==> src/rtl/lmxc_pkg.sv <==
// Constants, register map and types for the LED matrix control register bank
package lmxc_pkg;

  // Serial port device address: upper bits arbitrary, low two bits from pins
  localparam logic [4:0] DEV_ADDR_HIGH   = 5'h0B;

  // Register offsets
  localparam logic [7:0] ADDR_RESET_CTRL = 8'h01;
  localparam logic [7:0] ADDR_POWER_CTRL = 8'h02;
  localparam logic [7:0] ADDR_OPTION     = 8'h04;
  localparam logic [7:0] ADDR_MATRIX     = 8'h05;
  localparam logic [7:0] ADDR_PWM_FIRST  = 8'h06;
  localparam logic [7:0] ADDR_PWM_LAST   = 8'h10;
  localparam logic [7:0] ADDR_MLD_FIRST  = 8'h11;
  localparam logic [7:0] ADDR_MLD_LAST   = 8'h1B;
  localparam logic [7:0] ADDR_GROUP_MODE = 8'h2A;
  localparam logic [7:0] ADDR_THRESHOLD  = 8'h2B;

  // Field positions
  localparam int RST_SOFT_BIT    = 0;
  localparam int RST_MEMCLR_BIT  = 1;
  localparam int OSC_ON_BIT      = 0;
  localparam int OPT_EXTERNAL_CLOCK_SELECT_BIT  = 0;
  localparam int OPT_CLOCK_OUT_ENABLE_BIT  = 1;
  localparam int OPT_MELODY_BIT  = 2;
  localparam int OPT_GHOST_BIT   = 3;
  localparam int MTX_ON_BIT      = 0;
  localparam int MTX_PEAK_CURRENT_SELECT_LSB    = 1;
  localparam int MTX_PEAK_CURRENT_SELECT_MSB    = 3;

  // Widths, masks and reset values
  localparam int NUM_EN_REGS     = 11;
  localparam int NUM_ROWS        = 9;
  localparam logic [7:0] POWER_MASK   = 8'h01;
  localparam logic [7:0] OPTION_MASK  = 8'h0F;
  localparam logic [7:0] MATRIX_MASK  = 8'h1F;
  localparam logic [7:0] GROUP_MASK   = 8'h0F;
  localparam logic [7:0] POWER_RESET  = 8'h00;
  localparam logic [7:0] OPTION_RESET = 8'h00;
  localparam logic [7:0] MATRIX_RESET = 8'h1E;
  localparam logic [7:0] EN_RESET     = 8'h00;
  localparam logic [7:0] GROUP_RESET  = 8'h00;
  localparam logic [7:0] THRESHOLD_SELECT_RESET  = 8'h00;
  localparam logic [8:0] ROW_TOP_ONEHOT = 9'h100;
  localparam logic [3:0] BYTE_BITS    = 4'h8;

  // Serial port states, Gray along address, pointer, write, read
  typedef enum logic [2:0] {
    LMXC_IDLE   = 3'b000,
    LMXC_ADDR   = 3'b001,
    LMXC_PTR    = 3'b011,
    LMXC_WDATA  = 3'b010,
    LMXC_RDATA  = 3'b110,
    LMXC_IGNORE = 3'b111
  } lmxc_port_state_t;

endpackage

==> src/rtl/lmxc_serial_port.sv <==
// Two-wire serial slave: pointer, auto-increment writes and reads
`timescale 1ns/1ns
`default_nettype none
module lmxc_serial_port (
  // Clock and reset
  input  wire logic       core_clk,
  input  wire logic       reset,
  input  wire logic       clk_en,
  // Serial pins
  input  wire logic       scl_in,
  input  wire logic       sda_in,
  output logic            sda_out,
  output logic            sda_oe,
  // Register side
  input  wire logic [6:0] dev_addr,
  input  wire logic [7:0] rd_data,
  output logic            wr_strobe,
  output logic [7:0]      reg_ptr,
  output logic [7:0]      wr_data
);

  lmxc_pkg::lmxc_port_state_t state;
  logic       scl_q;
  logic       sda_q;
  logic [3:0] bit_cnt;
  logic       ack_phase;
  logic [7:0] shift_in;
  logic [7:0] tx_byte;
  logic       master_ack;

  wire scl_rise  = scl_in & ~scl_q;
  wire scl_fall  = ~scl_in & scl_q;
  wire start_cnd = scl_in & scl_q & sda_q & ~sda_in;
  wire stop_cnd  = scl_in & scl_q & ~sda_q & sda_in;
  wire addr_hit  = (shift_in[7:1] == dev_addr);
  wire byte_done = ~ack_phase & (bit_cnt == lmxc_pkg::BYTE_BITS);

  ////////////////////////////////////////////////////////////////////////
  always_ff @(posedge core_clk)
  begin
    if (reset)
    begin
      state      <= lmxc_pkg::LMXC_IDLE;
      scl_q      <= 1'b1;
      sda_q      <= 1'b1;
      bit_cnt    <= 4'h0;
      ack_phase  <= 1'b0;
      shift_in   <= 8'h00;
      tx_byte    <= 8'h00;
      master_ack <= 1'b0;
      sda_out    <= 1'b0;
      sda_oe     <= 1'b0;
      wr_strobe  <= 1'b0;
      reg_ptr    <= 8'h00;
      wr_data    <= 8'h00;
    end
    else if (clk_en)
    begin
      scl_q     <= scl_in;
      sda_q     <= sda_in;
      wr_strobe <= 1'b0;
      if (start_cnd)
      begin
        state     <= lmxc_pkg::LMXC_ADDR;
        bit_cnt   <= 4'h0;
        ack_phase <= 1'b0;
        sda_oe    <= 1'b0;
      end
      else if (stop_cnd)
      begin
        state  <= lmxc_pkg::LMXC_IDLE;
        sda_oe <= 1'b0;
      end
      else if (scl_rise)
      begin
        if (ack_phase)
          master_ack <= ~sda_in;
        else if (bit_cnt != lmxc_pkg::BYTE_BITS)
        begin
          shift_in <= {shift_in[6:0], sda_in};
          bit_cnt  <= bit_cnt + 4'h1;
        end
      end
      else if (scl_fall)
      begin
        if (byte_done)
        begin
          ack_phase <= 1'b1;
          case (state)
            lmxc_pkg::LMXC_ADDR:
            begin
              sda_oe <= addr_hit;
              if (!addr_hit)
                state <= lmxc_pkg::LMXC_IGNORE;
            end
            lmxc_pkg::LMXC_PTR:
            begin
              sda_oe  <= 1'b1;
              reg_ptr <= shift_in;
            end
            lmxc_pkg::LMXC_WDATA:
            begin
              sda_oe    <= 1'b1;
              wr_strobe <= 1'b1;
              wr_data   <= shift_in;
            end
            default: sda_oe <= 1'b0;
          endcase
        end
        else if (ack_phase)
        begin
          ack_phase <= 1'b0;
          bit_cnt   <= 4'h0;
          sda_oe    <= 1'b0;
          case (state)
            lmxc_pkg::LMXC_ADDR:
            begin
              if (shift_in[0])
              begin
                state   <= lmxc_pkg::LMXC_RDATA;
                tx_byte <= rd_data;
                sda_oe  <= ~rd_data[7];
                reg_ptr <= reg_ptr + 8'h01;
              end
              else
                state <= lmxc_pkg::LMXC_PTR;
            end
            lmxc_pkg::LMXC_PTR:   state <= lmxc_pkg::LMXC_WDATA;
            lmxc_pkg::LMXC_WDATA: reg_ptr <= reg_ptr + 8'h01;
            lmxc_pkg::LMXC_RDATA:
            begin
              // Master not acknowledging ends the read burst
              if (master_ack)
              begin
                tx_byte <= rd_data;
                sda_oe  <= ~rd_data[7];
                reg_ptr <= reg_ptr + 8'h01;
              end
              else
                state <= lmxc_pkg::LMXC_IGNORE;
            end
            default: state <= state;
          endcase
        end
        else if (state == lmxc_pkg::LMXC_RDATA)
        begin
          tx_byte <= {tx_byte[6:0], 1'b0};
          sda_oe  <= ~tx_byte[6];
        end
      end
    end
  end

endmodule
`default_nettype wire

==> src/rtl/lmxc_melody_seq.sv <==
// Column-group melody sequencer, stepping rows I down to A on each beat
`timescale 1ns/1ns
`default_nettype none
module lmxc_melody_seq (
  // Clock and reset
  input  wire logic       core_clk,
  input  wire logic       reset,
  input  wire logic       clk_en,
  // Control
  input  wire logic       run,
  input  wire logic       melody_in,
  input  wire logic [3:0] group_sel,
  // Drive
  output logic [8:0]      row_lit,
  output logic [3:0]      col_active
);

  logic melody_q;
  wire  beat = melody_in & ~melody_q;

  ////////////////////////////////////////////////////////////////////////
  always_ff @(posedge core_clk)
  begin
    if (reset)
    begin
      melody_q   <= 1'b0;
      row_lit    <= 9'h000;
      col_active <= 4'h0;
    end
    else if (clk_en)
    begin
      melody_q   <= melody_in;
      col_active <= run ? group_sel : 4'h0;
      if (!run)
        row_lit <= 9'h000;
      else if (row_lit == 9'h000)
        row_lit <= lmxc_pkg::ROW_TOP_ONEHOT;
      else if (beat)
        row_lit <= row_lit[0] ? lmxc_pkg::ROW_TOP_ONEHOT : (row_lit >> 1);
    end
  end
endmodule
`default_nettype wire

==> src/rtl/lmxc_regs.sv <==
// LED matrix control register bank behind the two-wire serial port
`timescale 1ns/1ns
`default_nettype none
module lmxc_regs (
  // Clock and reset
  input  wire logic        core_clk,
  input  wire logic        reset,
  input  wire logic        clk_en,
  // Serial pins
  input  wire logic        scl_in,
  input  wire logic        sda_in,
  output logic             sda_out,
  output logic             sda_oe,
  input  wire logic [1:0]  addr_sel,
  // Clock and melody pins
  input  wire logic        osc_clk_level,
  input  wire logic        melody_in,
  output logic             clock_out_pin,
  // Device control
  output logic             device_reset_pulse,
  output logic             intensity_memory_clear,
  output logic             osc_run,
  output logic             external_clock_select,
  output logic             ghost_suppress_en,
  output logic             melody_input_select,
  output logic [2:0]       peak_current_select,
  output logic             matrix_drive_on,
  output logic [87:0]      led_pwm_enable,
  output logic [87:0]      led_melody_enable,
  output logic [8:0]       melody_row_lit,
  output logic [3:0]       column_group_melody,
  output logic [7:0]       threshold_select,
  output logic             auto_threshold
);

  ////////////////////////////////////////////////////////////////////////
  function automatic logic in_range(input logic [7:0] a, input logic [7:0] lo, input logic [7:0] hi);
    return (a >= lo) && (a <= hi);
  endfunction

  function automatic logic [3:0] en_index(input logic [7:0] a, input logic [7:0] base);
    logic [7:0] d;
    d = a - base;
    return d[3:0];
  endfunction

  logic [7:0] power_reg;
  logic [7:0] option_reg;
  logic [7:0] matrix_reg;
  logic [7:0] group_reg;
  logic [7:0] threshold_select_reg;
  logic [7:0] pwm_mem [0:lmxc_pkg::NUM_EN_REGS-1];
  logic [7:0] mld_mem [0:lmxc_pkg::NUM_EN_REGS-1];

  wire        wr_strobe;
  wire [7:0]  reg_ptr;
  wire [7:0]  wr_data;
  wire [7:0]  rd_data;
  wire [8:0]  seq_rows;
  wire [3:0]  seq_cols;

  ////////////////////////////////////////////////////////////////////////
  // Decode
  wire        wr_go      = wr_strobe & clk_en;
  wire        hit_reset  = (reg_ptr == lmxc_pkg::ADDR_RESET_CTRL);
  wire        hit_power  = (reg_ptr == lmxc_pkg::ADDR_POWER_CTRL);
  wire        hit_option = (reg_ptr == lmxc_pkg::ADDR_OPTION);
  wire        hit_matrix = (reg_ptr == lmxc_pkg::ADDR_MATRIX);
  wire        hit_group  = (reg_ptr == lmxc_pkg::ADDR_GROUP_MODE);
  wire        hit_threshold_select  = (reg_ptr == lmxc_pkg::ADDR_THRESHOLD);
  wire        hit_pwm    = in_range(reg_ptr, lmxc_pkg::ADDR_PWM_FIRST, lmxc_pkg::ADDR_PWM_LAST);
  wire        hit_mld    = in_range(reg_ptr, lmxc_pkg::ADDR_MLD_FIRST, lmxc_pkg::ADDR_MLD_LAST);
  wire [3:0]  pwm_idx    = en_index(reg_ptr, lmxc_pkg::ADDR_PWM_FIRST);
  wire [3:0]  mld_idx    = en_index(reg_ptr, lmxc_pkg::ADDR_MLD_FIRST);
  wire        soft_req   = wr_go & hit_reset & wr_data[lmxc_pkg::RST_SOFT_BIT];
  wire        clr_req    = wr_go & hit_reset & wr_data[lmxc_pkg::RST_MEMCLR_BIT];
  wire        cfg_reset  = reset | device_reset_pulse;

  wire        ext_sel    = option_reg[lmxc_pkg::OPT_EXTERNAL_CLOCK_SELECT_BIT];
  wire        clock_out_enable_sel = option_reg[lmxc_pkg::OPT_CLOCK_OUT_ENABLE_BIT] & ~ext_sel;
  wire        melody_sel = option_reg[lmxc_pkg::OPT_MELODY_BIT] & ~option_reg[lmxc_pkg::OPT_CLOCK_OUT_ENABLE_BIT] & ~ext_sel;

  // Write-only and unmapped addresses read as zero
  // zero readback
  assign rd_data = hit_power  ? power_reg  :
                   hit_option ? option_reg :
                   hit_matrix ? matrix_reg :
                   hit_pwm    ? pwm_mem[pwm_idx] :
                   hit_mld    ? mld_mem[mld_idx] :
                   hit_group  ? group_reg  :
                   hit_threshold_select  ? threshold_select_reg  : 8'h00;

  ////////////////////////////////////////////////////////////////////////
  lmxc_serial_port u_port (
    .core_clk  (core_clk),
    .reset     (reset),
    .clk_en    (clk_en),
    .scl_in    (scl_in),
    .sda_in    (sda_in),
    .sda_out   (sda_out),
    .sda_oe    (sda_oe),
    .dev_addr  ({lmxc_pkg::DEV_ADDR_HIGH, addr_sel}),
    .rd_data   (rd_data),
    .wr_strobe (wr_strobe),
    .reg_ptr   (reg_ptr),
    .wr_data   (wr_data)
  );

  lmxc_melody_seq u_melody (
    .core_clk   (core_clk),
    .reset      (cfg_reset),
    .clk_en     (clk_en),
    .run        (melody_sel & (group_reg[3:0] != 4'h0)),
    .melody_in  (melody_in),
    .group_sel  (group_reg[3:0]),
    .row_lit    (seq_rows),
    .col_active (seq_cols)
  );

  assign melody_row_lit      = seq_rows;
  assign column_group_melody = seq_cols;

  ////////////////////////////////////////////////////////////////////////
  // Self-clearing reset-control pulses
  always_ff @(posedge core_clk)
  begin
    if (reset)
    begin
      device_reset_pulse     <= 1'b0;
      intensity_memory_clear <= 1'b0;
    end
    else if (clk_en)
    begin
      device_reset_pulse     <= soft_req;
      intensity_memory_clear <= clr_req;
    end
  end

  // Configuration registers; reserved bits masked at write
  always_ff @(posedge core_clk)
  begin
    if (cfg_reset)
    begin
      power_reg  <= lmxc_pkg::POWER_RESET;
      option_reg <= lmxc_pkg::OPTION_RESET;
      matrix_reg <= lmxc_pkg::MATRIX_RESET;
      group_reg  <= lmxc_pkg::GROUP_RESET;
      threshold_select_reg  <= lmxc_pkg::THRESHOLD_SELECT_RESET;
      for (int i = 0; i < lmxc_pkg::NUM_EN_REGS; i++)
      begin
        pwm_mem[i] <= lmxc_pkg::EN_RESET;
        mld_mem[i] <= lmxc_pkg::EN_RESET;
      end
    end
    else if (wr_go)
    begin
      if (hit_power)
        power_reg <= wr_data & lmxc_pkg::POWER_MASK;
      if (hit_option)
        option_reg <= wr_data & lmxc_pkg::OPTION_MASK;
      if (hit_matrix)
        matrix_reg <= wr_data & lmxc_pkg::MATRIX_MASK;
      if (hit_pwm)
        pwm_mem[pwm_idx] <= wr_data;
      if (hit_mld)
        mld_mem[mld_idx] <= wr_data;
      if (hit_group)
        group_reg <= wr_data & lmxc_pkg::GROUP_MASK;
      if (hit_threshold_select)
        threshold_select_reg <= wr_data;
    end
  end

  // Derived outputs, registered
  always_ff @(posedge core_clk)
  begin
    if (reset)
    begin
      osc_run       <= 1'b0;
      clock_out_pin <= 1'b0;
    end
    else if (clk_en)
    begin
      osc_run       <= power_reg[lmxc_pkg::OSC_ON_BIT] | matrix_reg[lmxc_pkg::MTX_ON_BIT];
      clock_out_pin <= clock_out_enable_sel & osc_clk_level;
    end
  end

  // Mode flags registered so no output leaves through gates
  always_ff @(posedge core_clk)
  begin
    if (cfg_reset)
    begin
      melody_input_select <= 1'b0;
      auto_threshold      <= 1'b1;
    end
    else if (clk_en)
    begin
      melody_input_select <= melody_sel;
      if (wr_go && hit_threshold_select)
        auto_threshold <= (wr_data == 8'h00);
    end
  end

  ////////////////////////////////////////////////////////////////////////
  // Field outputs straight from the registers
  // external clock select
  assign external_clock_select = ext_sel;
  assign ghost_suppress_en     = option_reg[lmxc_pkg::OPT_GHOST_BIT];
  assign peak_current_select   = matrix_reg[lmxc_pkg::MTX_PEAK_CURRENT_SELECT_MSB:lmxc_pkg::MTX_PEAK_CURRENT_SELECT_LSB];
  assign matrix_drive_on       = matrix_reg[lmxc_pkg::MTX_ON_BIT];
  assign threshold_select      = threshold_select_reg;

  for (genvar g = 0; g < lmxc_pkg::NUM_EN_REGS; g++)
  begin : g_flat
    assign led_pwm_enable[g*8 +: 8]    = pwm_mem[g];
    assign led_melody_enable[g*8 +: 8] = mld_mem[g];
  end
endmodule
`default_nettype wire

==> config.mk <==
export PLATFORM = sky130hd
export DESIGN_NAME = lmxc_regs
export DESIGN_NICKNAME = d
export VERILOG_FILES = /design/src/rtl/lmxc_pkg.sv /design/src/rtl/lmxc_serial_port.sv /design/src/rtl/lmxc_melody_seq.sv /design/src/rtl/lmxc_regs.sv
export SDC_FILE = /design/constraint.sdc
export NUM_CORES = 1
export LEC_CHECK = 0
export BUFFER_PORTS_ARGS = -buffer_cell sky130_fd_sc_hd__clkbuf_2
export CORE_MARGIN = 8
export CORE_UTILIZATION = 45
export DETAILED_ROUTE_END_ITERATION = 10
export MAX_ROUTING_LAYER = met4
export PLACE_DENSITY = 0.65
export SETUP_SLACK_MARGIN = 0.2
export SLEW_MARGIN = 30
export SYNTH_ARGS = -nofsm -noshare
export SYNTH_HDL_FRONTEND = slang
export SYNTH_SLANG_ARGS = --single-unit
export TNS_END_PERCENT = 20
==> constraint.sdc <==
create_clock -name core_clk -period 9 [get_ports core_clk]
set_input_delay 0.45 -clock core_clk [delete_from_list [all_inputs] [get_ports core_clk]]
set_output_delay 0.45 -clock core_clk [all_outputs]
set_load 0.1 [all_outputs]
==> flow_metrics.env, run 1 <==
export IMPL_status="completed"
export IMPL_netlist_instances=1266
export IMPL_die_w_um=201
export IMPL_p_leak_nw=6.44
export IMPL_ys_ff_latch=342
export IMPL_finalSetupTns_ns=0
export IMPL_ys_warn_count=0
export IMPL_power_share_clock_pct=40.6
export IMPL_yosys_area_share_simple_pct=14.7
export IMPL_cts_repair_resized=0
export IMPL_final_hold_viol_count=0
export IMPL_cts_htree_levels=2
export IMPL_end_kind="flip-flop"
export IMPL_grt_pass1_wl_um=69700
export IMPL_final_nets=1473
export IMPL_syn2layout_area_growth_pct=16.9
export IMPL_place_congestion=0.912
export IMPL_final_cells=1929
export IMPL_drt_wl_total_um=46200
export IMPL_cts_setup_buffers=0
export IMPL_top_regs="mld_mem (128), pwm_mem (128), u_melody.row_lit (9)"
export IMPL_synth_edf_count=240
export IMPL_dp_slack_ns=4.75
export IMPL_post_drt_wl_per_cell_um=24.0
export IMPL_clock_path_buffers=3
export IMPL_synth_top_area_cell="edfxtp_1"
export IMPL_start_util_pct=45.8
export IMPL_max_freq_mhz=235
export IMPL_root_buffer="clkbuf_16"
export IMPL_die_h_um=201
export IMPL_synth_compound_area_share_pct=6.82
export IMPL_drive_gt1_share_pct=25.5
export IMPL_rsz0062_at_grt="no"
export IMPL_rows=67
export IMPL_p_int_w=0.00260
export IMPL_cts_tree="done"
export IMPL_cts_hold_buf=0
export IMPL_grt_pass1_vias=10900
export IMPL_synth_top_area_share_pct=46.8
export IMPL_grt_overflow_total=0
export IMPL_antenna_cells=0
export IMPL_grt_max_degree=49
export IMPL_synth_mux_area_share_pct=13.8
export IMPL_power_switching_w=0.000991
export IMPL_worst_clock_skew_ns=0.0266
export IMPL_drv_cap=0
export IMPL_drtAntennaViolNets=0
export IMPL_drc=0
export IMPL_synth_top_family_by_area="simple AND/OR/NAND/NOR gates"
export IMPL_critPathArrivalTime_ns=4.42
export IMPL_seq_area_frac_synth_pct=60.1
export IMPL_tritoncts_num_buffers=38
export IMPL_min_path_type="input port to flip-flop"
export IMPL_clk_pin_slew_ns=0.06
export IMPL_drt_iter0_drc=1117
export IMPL_setup_violations=0
export IMPL_antenna_found_initial=0
export IMPL_fin_crit_ns=4.26
export IMPL_vias=11400
export IMPL_via_per_inst=5.92
export IMPL_synth_xor_area_share_pct=0.683
export IMPL_sw_frac_of_total_pct=27.6
export IMPL_async_reset_ff_share_pct=0
export IMPL_clock_latency_ns=0.54
export IMPL_p_per_area_nw_per_um2=200
export IMPL_cp_max_fo=29
export IMPL_ir_drop_uv=178
export IMPL_fin_crit_sh_pct=47.3
export IMPL_drtPass1Iterations=5
export IMPL_synth_fa_ha_area_share_pct=0.732
export IMPL_fp_dieArea_um2=40400
export IMPL_track_usage_pct=22.9
export IMPL_combPwrFrac_pct=10.8
export IMPL_ys_flop_type="edfxtp_1"
export IMPL_mappedNetlistArea_um2=15400
export IMPL_crit_path_start_kind="flip-flop"
export IMPL_syn_nets=1284
export IMPL_relSlewSlack_pct=31.2
export IMPL_seq_power_share_pct=48.6
export IMPL_path_class="flip-flop to flip-flop"
export IMPL_synth_distinct_cells=66
export IMPL_worst_slack_ns=4.74
export IMPL_maxSlewViolCount=0
export IMPL_dp_cells=1863
export IMPL_tightest_slew_ns=1.02
export IMPL_io_pins=220
export IMPL_synth_area_top_cells="edfxtp_1, dfxtp_1, mux4_2"
export IMPL_crit_required_ns=9.16
export IMPL_clkSinkCount=342
export IMPL_syn_area_per_cell_um2=12.2
export IMPL_hpwl_um=32900
export IMPL_port_buffers=218
export IMPL_core_area_um2=33600
[stage by stage]
step	cell area [µm²]	power (W)	utilization [%]	hold WS [ns]
after global routing	18000	0.00368	53.5	0.215
after CTS	18000	0.00361	53.5	0.188
after floorplan	15400	0.00210	-	0.451
after global placement	16800	0.00217	50.0	0.460
final	18000	0.00359	53.5	0.193
after detailed placement	16800	0.00217	50.1	0.463
[worst paths after layout]
| check | cells past startpoint | start | slack [ns] | end |
|---|---|---|---|---|
| worst max-delay path | 9 | u_port.reg_ptr[1]$_SDFFE_PP0P_ | 4.74 | mld_mem[13][2]$_DFFE_PP_ |
| worst min-delay path | 3 | melody_in | 0.19 | u_melody.melody_q$_SDFFE_PP0P_ |
| worst max register to register | 9 | u_port.reg_ptr[1]$_SDFFE_PP0P_ | 4.74 | mld_mem[13][2]$_DFFE_PP_ |
| worst min register to register | 2 | clock_out_pin$_SDFFE_PP0P_ | 0.47 | clock_out_pin$_SDFFE_PP0P_ |
[cell usage after synthesis (all sizes together), types with 5 or more instances]
| cell type | number |
|---|---|
| o22ai | 7 |
| dfxtp | 102 |
| mux4 | 69 |
| nand2b | 15 |
| nor4 | 8 |
| buf | 30 |
| nand2 | 114 |
| o211ai | 5 |
| xor2 | 7 |
| o21ai | 16 |
| nor2 | 249 |
| nor2b | 11 |
| a22oi | 5 |
| a21oi | 55 |
| a31oi | 13 |
| o32ai | 7 |
| nand4 | 9 |
| inv | 30 |
| o21a | 6 |
| nand3 | 35 |
| a211oi | 10 |
| mux2i | 55 |
| nor3 | 13 |
| and3 | 12 |
| clkbuf | 56 |
| xnor2 | 5 |
| ha | 9 |
| edfxtp | 240 |
| and2 | 6 |
[worst max-delay path: stages (launching register included)]
cell	delay (ns)
dfxtp_1	0.30
buf_4	0.39
clkinv_1	0.45
ha_1	0.40
nor4b_1	0.18
a211oi_2	0.42
nor2b_1	0.57
and2_1	0.35
nand2_1	0.16
nor2_1	0.66
[routing by layer]
metal	GRT usage, %	routed length (µm)	vias up
li1	-	-	5030
met1	31.3	19500	5662
met2	34.2	21100	632
met3	4.50	4380	90
met4	6.70	1230	0
met5	-	0	-
[power by group through the flow]
stage               Sequential (W)  Clock, W  Combinational [W]
CTS                        0.00175   0.00147           0.000390
global placement           0.00178         0           0.000388
finish                     0.00175   0.00146           0.000388
detailed placement         0.00178         0           0.000389
floorplan                  0.00204         0          0.0000509
global route               0.00175   0.00153           0.000398
[logic make-up after synthesis]
family,Yosys count
simple gates,500
flops,342
compound gates,159
mux,125
buf+inv,118
xor+xnor,12
fa+ha+maj,9
other cells,1
[placed cells by master (no fill, tap or decap), drive strengths merged, types with 10 or more instances in the layout]
master,count
a31oi,13
inv,30
nor2,249
nor3,13
nor2b,11
and3,12
nand2b,15
mux4,69
clkbuf,270
clkinv,13
nand2,114
nand3,35
buf,17
a21oi,55
a211oi,10
mux2i,55
o21ai,16
dfxtp,102
edfxtp,240
[area by class of cell]
cell class	count	area (µm²)
clock buffers	52	1040
clock inverters	14	116
fillers	2870	15600
inverters	32	120
multi-input cells	806	5680
flip-flops and latches	342	9250
well taps	448	561
repair buffers	235	1220
No activity file was read; power rests on OpenSTA's default activity.
==> inputs of run 2 (changes only) <==
clock period = 4.2 ns   (was 9 ns; I/O delays follow)
==> flow_metrics.env, run 2 (same netlist as run 1, synthesis figures left out) <==
export IMPL_drv_cap=0
export IMPL_cp_max_fo=19
export IMPL_drtPass1Iterations=5
export IMPL_rows=67
export IMPL_track_usage_pct=23.4
export IMPL_p_leak_nw=6.62
export IMPL_io_pins=220
export IMPL_critPathArrivalTime_ns=3.78
export IMPL_final_hold_viol_count=0
export IMPL_hpwl_um=33600
export IMPL_root_buffer="clkbuf_16"
export IMPL_p_int_w=0.00558
export IMPL_grt_pass1_wl_um=71400
export IMPL_tritoncts_num_buffers=38
export IMPL_relSlewSlack_pct=36.7
export IMPL_cts_tree="done"
export IMPL_power_switching_w=0.00216
export IMPL_via_per_inst=5.90
export IMPL_clock_path_buffers=3
export IMPL_cts_htree_levels=2
export IMPL_clk_pin_slew_ns=0.06
export IMPL_worst_clock_skew_ns=0.0279
export IMPL_place_congestion=0.913
export IMPL_drtAntennaViolNets=0
export IMPL_port_buffers=218
export IMPL_die_h_um=201
export IMPL_grt_overflow_total=0
export IMPL_ir_drop_uv=379
export IMPL_clkSinkCount=342
export IMPL_power_share_clock_pct=40.9
export IMPL_tightest_slew_ns=0.948
export IMPL_path_class="flip-flop to flip-flop"
export IMPL_dp_cells=1890
export IMPL_clock_latency_ns=0.54
export IMPL_post_drt_wl_per_cell_um=24.2
export IMPL_final_common_cell="nor2_1"
export IMPL_die_w_um=201
export IMPL_min_path_type="input port to flip-flop"
export IMPL_combPwrFrac_pct=10.8
export IMPL_fin_crit_ns=3.38
export IMPL_setup_violations=0
export IMPL_drt_wl_total_um=47400
export IMPL_status="completed"
export IMPL_maxSlewViolCount=0
export IMPL_end_kind="flip-flop"
export IMPL_start_util_pct=45.8
export IMPL_top_regs="mld_mem (128), pwm_mem (128), u_melody.row_lit (9)"
export IMPL_drt_iter0_drc=1109
export IMPL_drc=0
export IMPL_rsz0062_at_grt="no"
export IMPL_layout_common_cells="nor2_1, edfxtp_1, clkbuf_2"
export IMPL_core_area_um2=33600
export IMPL_max_freq_mhz=296
export IMPL_fp_dieArea_um2=40400
export IMPL_final_cells=1963
export IMPL_antenna_found_initial=1
export IMPL_drive_gt1_share_pct=27.0
export IMPL_fin_crit_sh_pct=80.4
export IMPL_finalSetupTns_ns=0
export IMPL_syn2layout_area_growth_pct=18.7
export IMPL_sw_frac_of_total_pct=27.9
export IMPL_final_nets=1502
export IMPL_seq_power_share_pct=48.3
export IMPL_p_per_area_nw_per_um2=424
export IMPL_grt_pass1_vias=11400
export IMPL_crit_path_start_kind="flip-flop"
export IMPL_grt_max_degree=77
export IMPL_vias=11600
export IMPL_crit_required_ns=4.60
## run 2: layout make-up
type                       count  area [µm²]
fill                        2890       15300
inverter                      32         120
clock inverter                15         131
timing repair buffer         264        1450
antenna                        1        2.50
multi-input combinational    806        5700
sequential                   342        9250
clock buffer                  55        1050
tap                          448         561
## run 2: power groups by stage
stage	combinational (W)	sequential [W]	clock, W
after global placement	0.000835	0.00381	0
final	0.000838	0.00374	0.00317
after CTS	0.000841	0.00374	0.00320
after detailed placement	0.000839	0.00381	0
after global routing	0.000857	0.00375	0.00333
after floorplan	0.000109	0.00438	0
## run 2: critical path, cell delays in order, from the launching register on
cell,delay (ns)
dfxtp_4,0.38
clkinv_1,0.29
ha_1,0.69
buf_4,0.37
mux4_2,0.54
mux4_2,0.48
a221o_1,0.30
o2111ai_1,0.10
a311oi_1,0.11
## run 2: path summary, 6_finish.rpt
kind / startpoint / end / slack, ns / depth (start not counted)
setup / recovery: u_port.reg_ptr[0]$_SDFFE_PP0P_ / u_port.tx_byte[5]$_SDFFE_PP0P_ / 0.82 / 8
hold / removal: scl_in / u_port.scl_q$_SDFFE_PP1P_ / 0.06 / 3
setup reg to reg: u_port.reg_ptr[0]$_SDFFE_PP0P_ / u_port.tx_byte[5]$_SDFFE_PP0P_ / 0.82 / 8
hold reg to reg: u_melody.col_active[2]$_SDFFE_PP0P_ / u_melody.col_active[2]$_SDFFE_PP0P_ / 0.47 / 2
## run 2: metrics by stage
step                setup WS [ns]  utilization (%)  cell area [µm²]  hold slack (ns)  power [W]
global route                0.668             54.3            18300           0.0977    0.00794
finish                      0.825             54.3            18300           0.0591    0.00775
detailed placement          0.837             50.7            17100            0.461    0.00465
floorplan                   0.132                -            15400            0.357    0.00449
global placement            0.880             50.7            17100            0.455    0.00465
CTS                         0.842             54.3            18300           0.0506    0.00778
## run 2: layer usage
metal / vias to the layer above / track usage (%) / wire length, µm
li1: 5092 / - / -
met1: 5758 / 31.5 / 19800
met2: 640 / 34.9 / 21600
met3: 89 / 5.57 / 4720
met4: 0 / 7.15 / 1320
met5: - / - / 0
## run 2: repair_timing
item | in CTS | in global routing
setup buffers | 0 | 0
hold buffers | 2 | 0
setup endpoints to repair | 0 | 0
endpoints found under the hold margin | 2 | 0
resized for setup | 0 | 0
